File: config.mk
export PLATFORM = sky130hd
export DESIGN_NAME = usrt_core
export DESIGN_NICKNAME = d
export VERILOG_FILES = /design/src/usrt_pkg.sv /design/src/usrt_core.sv
export SDC_FILE = /design/constraint.sdc
export NUM_CORES = 1
export LEC_CHECK = 0
export BUFFER_PORTS_ARGS = -buffer_cell sky130_fd_sc_hd__buf_2
export CORE_AREA = 2 2 105 128
export CTS_BUF_LIST = sky130_fd_sc_hd__clkbuf_2
export CTS_CLUSTER_DIAMETER = 30
export DETAILED_ROUTE_END_ITERATION = 10
export DIE_AREA = 0 0 107 130
export PLACE_DENSITY = 0.69
export SLEW_MARGIN = 20
export SYNTH_ARGS = -nofsm -noshare
export SYNTH_HDL_FRONTEND = slang
export SYNTH_SLANG_ARGS = --single-unit
File: constraint.sdc
create_clock -name ref_clk -period 6.5 [get_ports ref_clk]
set_input_delay 1.95 -clock ref_clk [delete_from_list [all_inputs] [get_ports ref_clk]]
set_output_delay 1.95 -clock ref_clk [all_outputs]
set_load 0.1 [all_outputs]
File: src/usrt_pkg.sv
package usrt_pkg;
    localparam int          DIV_W        = 12;
    localparam logic [3:0]  ADDR_DATA    = 4'h0;
    localparam logic [3:0]  ADDR_CSA     = 4'h1;
    localparam logic [3:0]  ADDR_CSB     = 4'h2;
    localparam logic [3:0]  ADDR_CSC     = 4'h3;
    localparam logic [3:0]  ADDR_DIVL    = 4'h4;
    localparam logic [3:0]  ADDR_DIVH    = 4'h5;
    localparam logic [3:0]  ADDR_PWR     = 4'h6;
    // control_status_a fields
    localparam int          CSA_RXC      = 7;
    localparam int          CSA_TXC      = 6;
    localparam int          CSA_DRE      = 5;
    localparam int          CSA_FE       = 4;
    localparam int          CSA_DOR      = 3;
    localparam int          CSA_PE       = 2;
    localparam int          CSA_U2X      = 1;
    // control_status_b fields
    localparam int          CSB_RXEN     = 4;
    localparam int          CSB_TXEN     = 3;
    localparam int          CSB_RX9      = 1;
    localparam int          CSB_TX9      = 0;
    // control_status_c fields
    localparam int          CSC_SYNC     = 6;
    localparam int          CSC_PAR_EN   = 5;
    localparam int          CSC_PAR_ODD  = 4;
    localparam int          CSC_XCKDIR   = 1;
    localparam int          CSC_CPOL     = 0;
    localparam logic [7:0]  CSA_RESET    = 8'h20;
    localparam logic [7:0]  CSB_RESET    = 8'h00;
    localparam logic [7:0]  CSC_RESET    = 8'h00;
    localparam logic [7:0]  PWR_RESET    = 8'h01;
    localparam logic [4:0]  OVS_NORMAL   = 5'h10;
    localparam logic [4:0]  OVS_DOUBLE   = 5'h08;
    localparam logic [4:0]  OVS_SYNC     = 5'h02;
    localparam logic [3:0]  FRAME_BITS   = 4'ha;
    typedef enum logic [1:0] {USRT_ASYNC, USRT_ASYNC2X, USRT_MASTER, USRT_SLAVE} usrt_mode_t;
endpackage

File: src/usrt_core.sv
`timescale 1ns/10ps
//////////////////////////////////////////////////////////////////////////////
// Functional notes
// - four clock modes: async normal, async double, sync master, sync slave.
// - sync mode select bit one selects synchronous operation.
// - sync: pin direction output is master, input is slave.
// - transfer clock pin used only in synchronous modes.
// - baud down-counter reloads at zero and on divisor low write.
// - one baud pulse per zero, rate clock over divisor plus one.
// - transmit divides baud pulses by 16, 8 or 2 per mode; slave mode steps on external clock edges.
// - receiver samples on baud pulses, 16, 8 or 2 per bit; slave mode samples on external clock edges.
// - divisor is twelve bits from high and low registers.
// - double speed gives 8 samples per bit instead of 16.
// - slave clock passes synchroniser then edge detector.
// - two-entry receive FIFO, each data read pops one entry.
// - frame, overrun and ninth bit stored with each character.
// - full FIFO leaves character in shift register until next start.
// - receiver flags frame, overrun and parity errors.
// - one transmit buffer ahead of shift register for back to back.
// - three interrupt sources: tx complete, data empty, rx complete.
// - polarity zero: change on rising, sample on falling; reversed otherwise in slave mode, not at the master pin.
module usrt_core
    import usrt_pkg::*;
(
    input  wire logic                      ref_clk,
    input  wire logic                      reset,
    input  wire logic [3:0]                addr,
    input  wire logic [7:0]                wdata,
    input  wire logic                      wr_stb,
    input  wire logic                      rd_stb,
    output logic      [7:0]                rdata,
    input  wire logic                      rxd_pin,
    output logic                           txd_pin,
    input  wire logic                      xck_in,
    output logic                           xck_out,
    output logic                           xck_oe_n,
    output logic                           irq_rx_complete,
    output logic                           irq_tx_complete,
    output logic                           irq_data_empty
);
    import usrt_pkg::*;

    logic [7:0] control_status_a, control_status_b, control_status_c, power_reduction_register;
    logic [3:0] baud_divisor_high;
    logic [7:0] baud_divisor_low;
    logic [DIV_W-1:0] baud_cnt;
    logic       xck_s1, xck_s2, xck_s3;
    logic [4:0] tx_pre;
    logic       tx_bitclk_lvl;
    logic [8:0] tx_buf;
    logic       tx_buf_full;
    logic [10:0] tx_shift;
    logic [3:0] tx_bits;
    logic       txc_flag;
    logic [4:0] rx_ph;
    logic [3:0] rx_bits;
    logic       rx_busy, rx_hold;
    logic [9:0] rx_shift;
    logic [11:0] fifo [2];
    logic       wr_ptr, rd_ptr;
    logic [1:0] fifo_cnt;
    logic       rxd_s1, rxd_s2;

    //////////////////////////////////////////////////////////////////////////
    // mode decode
    wire        enabled    = ~power_reduction_register[0];
    wire        sync_mode_select = control_status_c[CSC_SYNC];
    wire        transfer_clock_pin_direction = control_status_c[CSC_XCKDIR];
    wire        double_speed_bit = control_status_a[CSA_U2X];
    wire        sync_clock_polarity = control_status_c[CSC_CPOL];
    usrt_mode_t mode;
    assign mode = !sync_mode_select ? (double_speed_bit ? USRT_ASYNC2X : USRT_ASYNC)
                : (transfer_clock_pin_direction ? USRT_MASTER : USRT_SLAVE);
    wire [4:0]  ovs = (mode == USRT_ASYNC)   ? OVS_NORMAL
                    : (mode == USRT_ASYNC2X) ? OVS_DOUBLE : OVS_SYNC;
    wire [DIV_W-1:0] divisor = {baud_divisor_high, baud_divisor_low};

    //////////////////////////////////////////////////////////////////////////
    // baud generator
    wire        divl_wr    = wr_stb && addr == ADDR_DIVL;
    wire        baud_tick  = enabled && baud_cnt == '0;
    // a low byte write reloads with the byte being written
    wire [DIV_W-1:0] baud_reload = divl_wr ? {baud_divisor_high, wdata} : divisor;
    always_ff @(posedge ref_clk) begin
        if (reset || divl_wr || baud_cnt == '0)
            baud_cnt <= reset ? '0 : baud_reload;
        else
            baud_cnt <= baud_cnt - 1'b1;
    end

    //////////////////////////////////////////////////////////////////////////
    // external clock sync and edge detect
    always_ff @(posedge ref_clk) begin
        xck_s1 <= reset ? 1'b0 : xck_in;
        xck_s2 <= reset ? 1'b0 : xck_s1;
        xck_s3 <= reset ? 1'b0 : xck_s2;
        rxd_s1 <= reset ? 1'b1 : rxd_pin;
        rxd_s2 <= reset ? 1'b1 : rxd_s1;
    end
    wire        ext_rise   = xck_s2 & ~xck_s3;
    wire        ext_fall   = ~xck_s2 & xck_s3;

    //////////////////////////////////////////////////////////////////////////
    // transmit bit clock and master clock pin
    // >= so a mode change with a larger count cannot wrap through 31
    wire        tx_pre_end = baud_tick && tx_pre >= ovs - 5'd1;
    wire        mst_half   = baud_tick && tx_pre == 5'd0 && mode == USRT_MASTER;
    always_ff @(posedge ref_clk) begin
        if (reset || !enabled)
            tx_pre <= '0;
        else if (baud_tick)
            tx_pre <= tx_pre_end ? 5'd0 : tx_pre + 5'd1;
    end
    always_ff @(posedge ref_clk) begin
        if (reset || mode != USRT_MASTER)
            tx_bitclk_lvl <= 1'b0;
        else if (mst_half || tx_pre_end)
            tx_bitclk_lvl <= mst_half;
    end
    // sync edges: change edge and sample edge per polarity
    wire        mst_rise   = mst_half;
    wire        mst_fall   = tx_pre_end && mode == USRT_MASTER;
    wire        clk_rise   = (mode == USRT_SLAVE) ? ext_rise : mst_rise;
    wire        clk_fall   = (mode == USRT_SLAVE) ? ext_fall : mst_fall;
    wire        change_edge = sync_clock_polarity ? clk_fall : clk_rise;
    wire        sample_edge = sync_clock_polarity ? clk_rise : clk_fall;
    wire        tx_step    = sync_mode_select ? change_edge : tx_pre_end;
    assign xck_out  = tx_bitclk_lvl ^ sync_clock_polarity;
    assign xck_oe_n = ~(enabled && mode == USRT_MASTER);

    //////////////////////////////////////////////////////////////////////////
    // transmitter with one write buffer
    wire        data_wr    = wr_stb && addr == ADDR_DATA;
    wire        txen       = enabled && control_status_b[CSB_TXEN];
    wire        tx_idle    = tx_bits == '0;
    wire        tx_load    = txen && tx_buf_full && tx_step && (tx_idle || tx_bits == 4'd1);
    wire        tx_parity  = ^tx_buf[7:0] ^ control_status_c[CSC_PAR_ODD];
    always_ff @(posedge ref_clk) begin
        if (reset) begin
            tx_buf_full <= 1'b0;
            tx_buf      <= '0;
        end else if (data_wr && txen) begin
            tx_buf_full <= 1'b1;
            tx_buf      <= {control_status_b[CSB_TX9], wdata};
        end else if (tx_load) begin
            tx_buf_full <= 1'b0;
        end
    end
    always_ff @(posedge ref_clk) begin
        if (reset || !txen) begin
            tx_shift <= '1;
            tx_bits  <= '0;
        end else if (tx_load) begin
            tx_shift <= {1'b1, control_status_c[CSC_PAR_EN] ? tx_parity : 1'b1, tx_buf[7:0], 1'b0};
            tx_bits  <= FRAME_BITS + 4'd1;
        end else if (tx_step && !tx_idle) begin
            tx_shift <= {1'b1, tx_shift[10:1]};
            tx_bits  <= tx_bits - 4'd1;
        end
    end
    assign txd_pin = tx_shift[0];
    wire        tx_done    = tx_step && tx_bits == 4'd1 && !tx_load;

    //////////////////////////////////////////////////////////////////////////
    // receiver
    wire        rxen       = enabled && control_status_b[CSB_RXEN];
    wire        fifo_full  = fifo_cnt == 2'd2;
    wire        rx_start   = rxen && !rx_busy && !rxd_s2 &&
                             (sync_mode_select ? sample_edge : baud_tick);
    wire        rx_sample  = rx_busy && (sync_mode_select ? sample_edge
                             : baud_tick && rx_ph == (ovs >> 1));
    wire        rx_par_en  = control_status_c[CSC_PAR_EN];
    // parity adds one sample before the stop bit
    wire        rx_last    = rx_sample &&
                             rx_bits == (rx_par_en ? FRAME_BITS : FRAME_BITS - 4'd1);
    // async start sample high again: noise, not a start bit
    wire        rx_false   = rx_sample && !sync_mode_select && rx_bits == '0 && rxd_s2;
    // data lsb sits at bit 2, or at bit 1 when a parity bit follows
    wire [7:0]  rx_byte    = rx_par_en ? rx_shift[8:1] : rx_shift[9:2];
    wire        rx_par_bit = rx_shift[9];
    wire        rx_par_bad = rx_par_en &&
                             (^rx_byte ^ control_status_c[CSC_PAR_ODD] ^ rx_par_bit);
    wire        rx_fe      = !rxd_s2;
    wire        push       = rx_hold && !fifo_full;
    wire        data_rd    = rd_stb && addr == ADDR_DATA && fifo_cnt != 2'd0;
    wire        rx_overrun = rx_last && rx_hold && fifo_full;
    always_ff @(posedge ref_clk) begin
        if (reset || !rxen) begin
            rx_busy <= 1'b0;
            rx_ph   <= '0;
            rx_bits <= '0;
        end else if (rx_start) begin
            rx_busy <= 1'b1;
            rx_ph   <= sync_mode_select ? 5'd0 : 5'd1;
            rx_bits <= sync_mode_select ? 4'd1 : 4'd0;
        end else if (rx_busy) begin
            if (baud_tick && !sync_mode_select)
                rx_ph <= (rx_ph == ovs - 5'd1) ? 5'd0 : rx_ph + 5'd1;
            if (rx_sample)
                rx_bits <= rx_bits + 4'd1;
            if (rx_last || rx_false)
                rx_busy <= 1'b0;
        end
    end
    // overrun when a start bit displaces the held third level
    wire        lost_held  = rx_start && rx_hold && fifo_full;
    logic       rx_err_fe, rx_err_pe, rx_err_dor, rx_lost;
    always_ff @(posedge ref_clk) begin
        if (reset) begin
            rx_shift   <= '0;
            rx_hold    <= 1'b0;
            rx_err_fe  <= 1'b0;
            rx_err_pe  <= 1'b0;
            rx_err_dor <= 1'b0;
            rx_lost    <= 1'b0;
        end else begin
            if (rx_sample && !rx_last)
                rx_shift <= {rxd_s2, rx_shift[9:1]};
            // lost character reported with the one that displaced it
            if (lost_held)
                rx_lost <= 1'b1;
            else if (rx_last)
                rx_lost <= 1'b0;
            if (rx_last) begin
                rx_hold    <= 1'b1;
                rx_err_fe  <= rx_fe;
                rx_err_pe  <= rx_par_bad;
                rx_err_dor <= rx_overrun | rx_lost;
            end else if (push || (rx_start && rx_hold)) begin
                rx_hold <= 1'b0;
            end
        end
    end
    always_ff @(posedge ref_clk) begin
        if (reset) begin
            wr_ptr   <= 1'b0;
            rd_ptr   <= 1'b0;
            fifo_cnt <= '0;
        end else begin
            if (push) begin
                fifo[wr_ptr] <= {rx_err_fe, rx_err_dor, rx_err_pe,
                                 rx_par_en & rx_par_bit, rx_byte};
                wr_ptr <= ~wr_ptr;
            end
            if (data_rd)
                rd_ptr <= ~rd_ptr;
            fifo_cnt <= fifo_cnt + {1'b0, push} - {1'b0, data_rd};
        end
    end
    wire [11:0] head = fifo[rd_ptr];
    wire        head_ok = fifo_cnt != 2'd0;

    //////////////////////////////////////////////////////////////////////////
    // registers
    wire        csa_wr     = wr_stb && addr == ADDR_CSA;
    always_ff @(posedge ref_clk) begin
        if (reset) begin
            control_status_a         <= CSA_RESET;
            control_status_b         <= CSB_RESET;
            control_status_c         <= CSC_RESET;
            power_reduction_register <= PWR_RESET;
            baud_divisor_low         <= '0;
            baud_divisor_high        <= '0;
            txc_flag                 <= 1'b0;
        end else begin
            if (csa_wr)
                control_status_a[CSA_U2X] <= wdata[CSA_U2X];
            if (wr_stb && addr == ADDR_CSB)
                control_status_b <= wdata;
            if (wr_stb && addr == ADDR_CSC)
                control_status_c <= wdata;
            if (wr_stb && addr == ADDR_PWR)
                power_reduction_register <= {7'h00, wdata[0]};
            if (divl_wr)
                baud_divisor_low <= wdata;
            if (wr_stb && addr == ADDR_DIVH)
                baud_divisor_high <= wdata[3:0];
            // set beats the write-one clear
            if (tx_done && !tx_buf_full)
                txc_flag <= 1'b1;
            else if (csa_wr && wdata[CSA_TXC])
                txc_flag <= 1'b0;
        end
    end
    wire [7:0]  csa_view = {head_ok, txc_flag, !tx_buf_full,
                            head_ok & head[11], head_ok & head[10], head_ok & head[9],
                            double_speed_bit, 1'b0};
    wire [7:0]  csb_view = {control_status_b[7:3], head_ok & head[8], control_status_b[1:0]};
    logic [7:0] next_rdata;
    always_comb begin
        unique case (addr)
            ADDR_DATA: next_rdata = head_ok ? head[7:0] : 8'h00;
            ADDR_CSA:  next_rdata = csa_view;
            ADDR_CSB:  next_rdata = csb_view;
            ADDR_CSC:  next_rdata = control_status_c;
            ADDR_DIVL: next_rdata = baud_divisor_low;
            ADDR_DIVH: next_rdata = {4'h0, baud_divisor_high};
            ADDR_PWR:  next_rdata = power_reduction_register;
            default:   next_rdata = 8'h00;
        endcase
    end
    always_ff @(posedge ref_clk) begin
        rdata <= (reset || !rd_stb) ? 8'h00 : next_rdata;
    end
    assign irq_rx_complete = head_ok;
    assign irq_tx_complete = txc_flag;
    assign irq_data_empty  = txen && !tx_buf_full;

    //////////////////////////////////////////////////////////////////////////
    // assertions
    a_baud_reload: assert property (@(posedge ref_clk) disable iff (reset)
        divl_wr |=> baud_cnt == divisor)
        else $error("baud counter not reloaded on divisor low write");
    a_baud_tick_rate: assert property (@(posedge ref_clk) disable iff (reset)
        baud_cnt == 12'd1 && !divl_wr && enabled && !(wr_stb && addr == ADDR_PWR)
        |=> baud_tick)
        else $error("baud pulse missing at zero");
    a_pin_async_off: assert property (@(posedge ref_clk) disable iff (reset)
        !sync_mode_select |-> xck_oe_n)
        else $error("transfer clock pin driven in async mode");
    a_ovs_select: assert property (@(posedge ref_clk) disable iff (reset)
        !sync_mode_select && !double_speed_bit |-> ovs == 5'd16)
        else $error("wrong async divide");
    a_double_speed: assert property (@(posedge ref_clk) disable iff (reset)
        !sync_mode_select && double_speed_bit |-> ovs == 5'd8)
        else $error("double speed divide not eight");
    a_slave_edges: assert property (@(posedge ref_clk) disable iff (reset)
        (mode == USRT_SLAVE && $rose(xck_s2)) |-> clk_rise)
        else $error("slave edge not detected");
    a_fifo_pop: assert property (@(posedge ref_clk) disable iff (reset)
        data_rd && !push |=> fifo_cnt == $past(fifo_cnt) - 2'd1)
        else $error("read did not pop one entry");
    a_fifo_bound: assert property (@(posedge ref_clk) disable iff (reset)
        fifo_full && rx_hold && !data_rd && !rx_start |=> rx_hold)
        else $error("held character lost without start bit");
    a_false_start: assert property (@(posedge ref_clk) disable iff (reset)
        rx_false |=> !rx_busy)
        else $error("false start bit not dropped");
    a_txc_set: assert property (@(posedge ref_clk) disable iff (reset)
        tx_done && !tx_buf_full |=> txc_flag)
        else $error("tx complete not set");
    a_master_pin: assert property (@(posedge ref_clk) disable iff (reset)
        mode == USRT_MASTER && enabled |-> !xck_oe_n)
        else $error("master does not drive clock pin");
    c_push: cover property (@(posedge ref_clk) disable iff (reset) push);
    c_overrun: cover property (@(posedge ref_clk) disable iff (reset) rx_overrun || lost_held);
    c_backtoback: cover property (@(posedge ref_clk) disable iff (reset) tx_load && !tx_idle);
    c_slave_rx: cover property (@(posedge ref_clk) disable iff (reset)
        mode == USRT_SLAVE && rx_sample);
endmodule

## After elaboration in Yosys (flattened, before gate mapping)

Memories as Yosys holds them, arrays and structs flattened. A register that Yosys moved wholly into a read port is not among the register bits.
Cells that the tools add are included.
Widths: inputs -> output; s select.

- Mux-type cells: 50
- Reductions and logical operators: 86
- $lt $le $gt $ge: 1
- Add/subtract/negate cells: 8
- Eq/ne operators: 15
- Bitwise operators: 18

Operator list:

| cell | number |
|---|---|
| $pmux 8 s7 | 1 |
| $logic_and 1x1->1 | 44 |
| $mux 5 | 6 |
| $mux 1 | 28 |
| $mux 12 | 2 |
| $mux 4 | 6 |
| $mux 8 | 3 |
| $mux 10 | 2 |
| $reduce_bool 2->1 | 9 |
| $reduce_xor 8->1 | 2 |
| $eq 4x3->1 const B | 3 |
| $logic_not 12->1 | 1 |
| $logic_not 4->1 | 3 |
| $sub 12x1->12 const B | 1 |
| $logic_not 1->1 | 11 |
| $logic_or 1x1->1 | 11 |
| $add 5x1->5 const B | 2 |
| $eq 4x1->1 const B | 2 |
| $eq 4x2->1 const B | 2 |
| $and 1x1->1 | 7 |
| $eq 2x2->1 const B | 3 |
| $not 1->1 | 6 |
| $eq 5x4->1 | 1 |
| $eq 5x5->1 | 1 |
| other kinds (16) | 21 |

- Memories kept: 1
- Word-level logic and storage cells: 212
- Memory bits (writable): 24
- Flip-flop bits (word level): 114
- Bits of input ports: 18
- Output and inout bits: 14

Memories:

| name | depth | width | rd ports | clocked after memory_dff | wr ports | line | RTL |
|---|---|---|---|---|---|---|---|
| fifo | 2 | 12 | 1 | 1 | 1 | usrt_core.sv:59 | `logic [11:0] fifo [2];` |

## Depth between registers and ports, before layout

- Depth in word-level cells: 20
- Gate-level depth with buffers: 11
- Mapped depth without buffers: 9

## Worst setup path after synthesis

OpenSTA, ideal clock, no wires.

- Path kind: input port to flip-flop
- Start point: input addr[2]
- End point: register fifo_cnt[1]
- Buffers on the path: 2
- Arrival time: 3.741 ns
- Library setup time: 0.128 ns
- Stages on the path: 11
- Path slack: 2.632 ns
- Required time: 6.372 ns
- Cell sequence: clkbuf_1 -> nor2_1 -> and3_1 -> clkbuf_1 -> and2_1 -> ha_1 -> inv_1 -> ha_1 -> xnor2_1 -> xnor2_1 -> nor2_1

- Cells in the longest elaborated chain, start to end: 4

Ends and longest elaborated chain:

| element | line | RTL |
|---|---|---|
| from (decl) | usrt_core.sv:27 | `input wire logic [3:0] addr,` |
| $logic_not 4->1 | usrt_core.sv:185 | `wire data_rd = rd_stb && addr == ADDR_DATA && fifo_cnt != 2'd0;` |
| $logic_and 1x1->1 (2 in a row) | usrt_core.sv:185 |  |
| named net data_rd | usrt_core.sv:185 |  |
| $sub 2x1->2 | usrt_core.sv:247 | `fifo_cnt <= fifo_cnt + {1'b0, push} - {1'b0, data_rd};` |
| to (signal assigned) | usrt_core.sv:247 |  |
| to (decl) | usrt_core.sv:61 | `logic [1:0] fifo_cnt;` |

The timed path passes the listed nets, and every way through them passes these cells.
A chain may end at the register's enable or synchronous reset.

## Final worst setup path

- Start point: register control_status_c[6]
- End point: output xck_oe_n

- Cells in the longest elaborated chain, start to end: 4

Ends and longest elaborated chain:

| element | line | RTL |
|---|---|---|
| from (decl) | usrt_core.sv:43 | `logic [7:0] control_status_a, control_status_b, control_status_c, power_reduction_register;` |
| from (signal assigned) | usrt_core.sv:271 | `control_status_c <= wdata;` |
| $mux 2 | usrt_core.sv:72 | `assign mode = !sync_mode_select ? (double_speed_bit ? USRT_ASYNC2X : USRT_ASYNC)` |
| $eq 2x2->1 | usrt_core.sv:129 | `assign xck_oe_n = ~(enabled && mode == USRT_MASTER);` |
| $logic_and 1x1->1 | usrt_core.sv:129 |  |
| $not 1->1 | usrt_core.sv:129 |  |
| to (decl) | usrt_core.sv:36 | `output logic xck_oe_n,` |

Every way passes these cells.

==> out/metrics.csv <==
metric,value,unit
dp_hpwl,10.77,mm
start_util,49.60,%
htree_levels,4,
rsz0062_at_grt,false,
synth-edff-count,24,
gp_congestion,0.9068,
clk_path_buf_depth,2,
worst_slew_pin_slew,971.5,ps
clock_latency,690,ps
grt_pass1_wl,23.81,mm
cts_hold_buf,0,
synth_flop_cell,dfxtp_1,
syn_avg_cell_area,9.559,sq um
nNetsFinal,714,
cp_max_fo,18,
cts_buffers,17,
ys_seq_area_share,46.86,%
hold_viol,0,
synth.distinct_cells,69,
viasPerCell,5.770,
fin_worst_skew,26.99,ps
fin_util,53.12,%
die_w,107,um
port_buffers,31,
wirelength,14.94,mm
io_pins,32,
power.density,231.9,mW/mm^2
tns,0,ps
min_period_over_period,65.54,%
r2r_slack,3090,ps
die_height,130,um
period_minus_slack,4260,ps
max_freq,0.2348,GHz
grt_overflow_total,0,
cp-start-kind,flop,
reg2reg_from,control_status_c[6],
arrival,2310,ps
clock-sinks,137,
max_slew_margin,35.24,%
yosysWarnings,0,
status,finished clean,
ys_seq_elements,137,
reg2regPathDepth,8,
async_flop_share,0,%
p_leak,2.600,nW
syn_area,0.006366,sq mm
grt_antenna_before_repair,1,
postCtsResizedCells,0,
initialDrtViolationCount,337,
required,4550,ps
vdd_drop_max,0.0001116,V
dieArea,0.01391,sq mm
syn-instance-count,666,
rows,46,
r2r_end,rx_shift[1],
grt_pass1_vias,4777,
critPathKind,flop to primary output,
ant_nets,0,
cap_violations,0,
hold_depth,1,
slew_viol_final,0,
wl_per_cell,17.27,um
core_area,0.01283,sq mm
grtUsageTotal,22.15,%
final_layout_size_suffix_gt1_share,14.66,%
clkSlewWorstSetupHoldPaths,200,ps
drc_errors,0,
first_pass_iters,5,
grt_max_degree,62,
fin_area,0.006818,sq mm
min_to,rxd_s2,
cts_tree,done,
post_cts_buffers,0,
hold_start,rxd_s1,
place_area,0.006615,sq mm
hp-class,flop to flop,
setup_viol,0,
crit_path_start,control_status_c[6],
syn2layout_area_growth,7.095,%
vias,4991,
crit_path_end_kind,primary output,
syn-num-nets,697,
power,0.001581,W
root_buffer,clkbuf_2,
-- layout by cell type, fill, tap and decap left out, types with 5 or more instances in the layout --
master	count
o22ai_1	5
a221oi_1	7
clkbuf_2	19
mux2_2	18
nor3_1	8
nor3b_1	6
nor4_1	5
ha_1	13
buf_2	31
nand4_1	5
dfxtp_1	113
nand2b_1	8
mux2i_1	43
or2_2	6
nand2_1	70
nand3_1	32
o21ai_0	21
inv_1	17
nor2b_1	10
and3_1	7
or3_1	6
a221o_1	9
edfxtp_1	24
a22oi_1	6
a21oi_1	25
nor2_1	73
xnor2_1	22
xor2_1	14
-- critical path, stage by stage (launching register included) --
cell     delay, ps
dfxtp_1        820
nand2_1        200
or2_2          320
buf_2          300
-- power by group --
part / switching, W / total, W / internal [W]
clock: 0.000309 / 0.000446 / 0.000138
sequential: 0.0000384 / 0.000934 / 0.000896
combinational: 0.000116 / 0.000200 / 0.0000842
-- sequential cells by signal (all words and copies together) (netlist names), 2 cells and up, named ones only --
register / count
fifo: 24
tx_shift: 10
tx_pre: 5
fifo_cnt: 2
rdata: 8
rx_ph: 5
baud_divisor_high: 4
control_status_c: 8
baud_cnt: 12
tx_buf: 8
control_status_b: 7
baud_divisor_low: 8
rx_shift: 9
rx_bits: 4
tx_bits: 4
-- cells in the mapped netlist, types with 4 or more instances --
cell / count / area [sq um]
nor3_1: 8 / 40.04
edfxtp_1: 24 / 720.7
nand2b_1: 8 / 50.05
a22oi_1: 6 / 45.04
dfxtp_1: 113 / 2262
xor2_1: 14 / 122.6
mux2i_1: 43 / 430.4
ha_1: 13 / 162.7
or2_2: 6 / 37.54
nor2b_1: 10 / 62.56
nor3b_1: 6 / 45.04
or3_1: 6 / 37.54
a221o_1: 9 / 90.09
clkbuf_1: 32 / 120.1
nand4_1: 5 / 31.28
o22ai_1: 5 / 31.28
inv_1: 17 / 63.81
nand3_1: 32 / 160.2
a21oi_1: 25 / 125.1
nand2_1: 70 / 262.8
and3_1: 7 / 43.79
o21ai_0: 21 / 105.1
and2_1: 4 / 25.02
nor4_1: 5 / 31.28
mux2_2: 18 / 202.7
xnor2_1: 22 / 192.7
nor2_1: 73 / 274.0
a221oi_1: 7 / 61.31
-- how the worst max path moves through the flow --
stage                       end  slack, ps  cells past startpoint
detailed placement  baud_cnt[8]       2290                      5
global route           xck_oe_n       2110                      3
finish                 xck_oe_n       2240                      3
global placement    baud_cnt[8]       2410                      5
CTS                    xck_oe_n       2210                      3
floorplan           fifo_cnt[1]       2630                     11
-- cell type report --
cell class              count  area (sq um)
inverters                  17         63.81
fillers                  1123          6017
repair buffers             35         185.2
diodes                      1         2.502
clock inverters            13         105.1
multi-input cells         475          3173
flip-flops and latches    137          2983
clock buffers              19         95.09
well taps                 168         210.2
-- stage by stage --
step | setup slack, ps | hold WS (ps) | instances
2_1_floorplan | 2632 | 389.5 | 666
3_3_place_gp | 2410 | 394.0 | 832
3_5_place_dp | 2293 | 393.2 | 832
4_1_cts | 2207 | 436.4 | 864
5_1_grt | 2114 | 472.7 | 865
6_report | 2240 | 434.2 | 865
-- cell families (layout without fill, tap and decap cells) --
group | count (synthesis) | after routing | synth area share [%]
simple gates | 256 | 256 | 19.77
flops | 137 | 137 | 46.86
compound gates | 107 | 107 | 11.79
mux | 62 | 62 | 10.30
buf+inv | 54 | 84 | 3.400
xor+xnor | 37 | 37 | 5.326
fa+ha+maj | 13 | 13 | 2.555
other cells | 0 | 1 | 0
-- routing by layer --
| metal | vias up | track usage, % | routed length, um |
|---|---|---|---|
| li1 | 2417 | - | - |
| met1 | 2396 | 26.87 | 6454 |
| met2 | 140 | 37.80 | 7288 |
| met3 | 38 | 4.146 | 681 |
| met4 | 0 | 11.08 | 516 |
| met5 | - | 0 | 0 |
No activity file was read; power rests on OpenSTA's default activity.
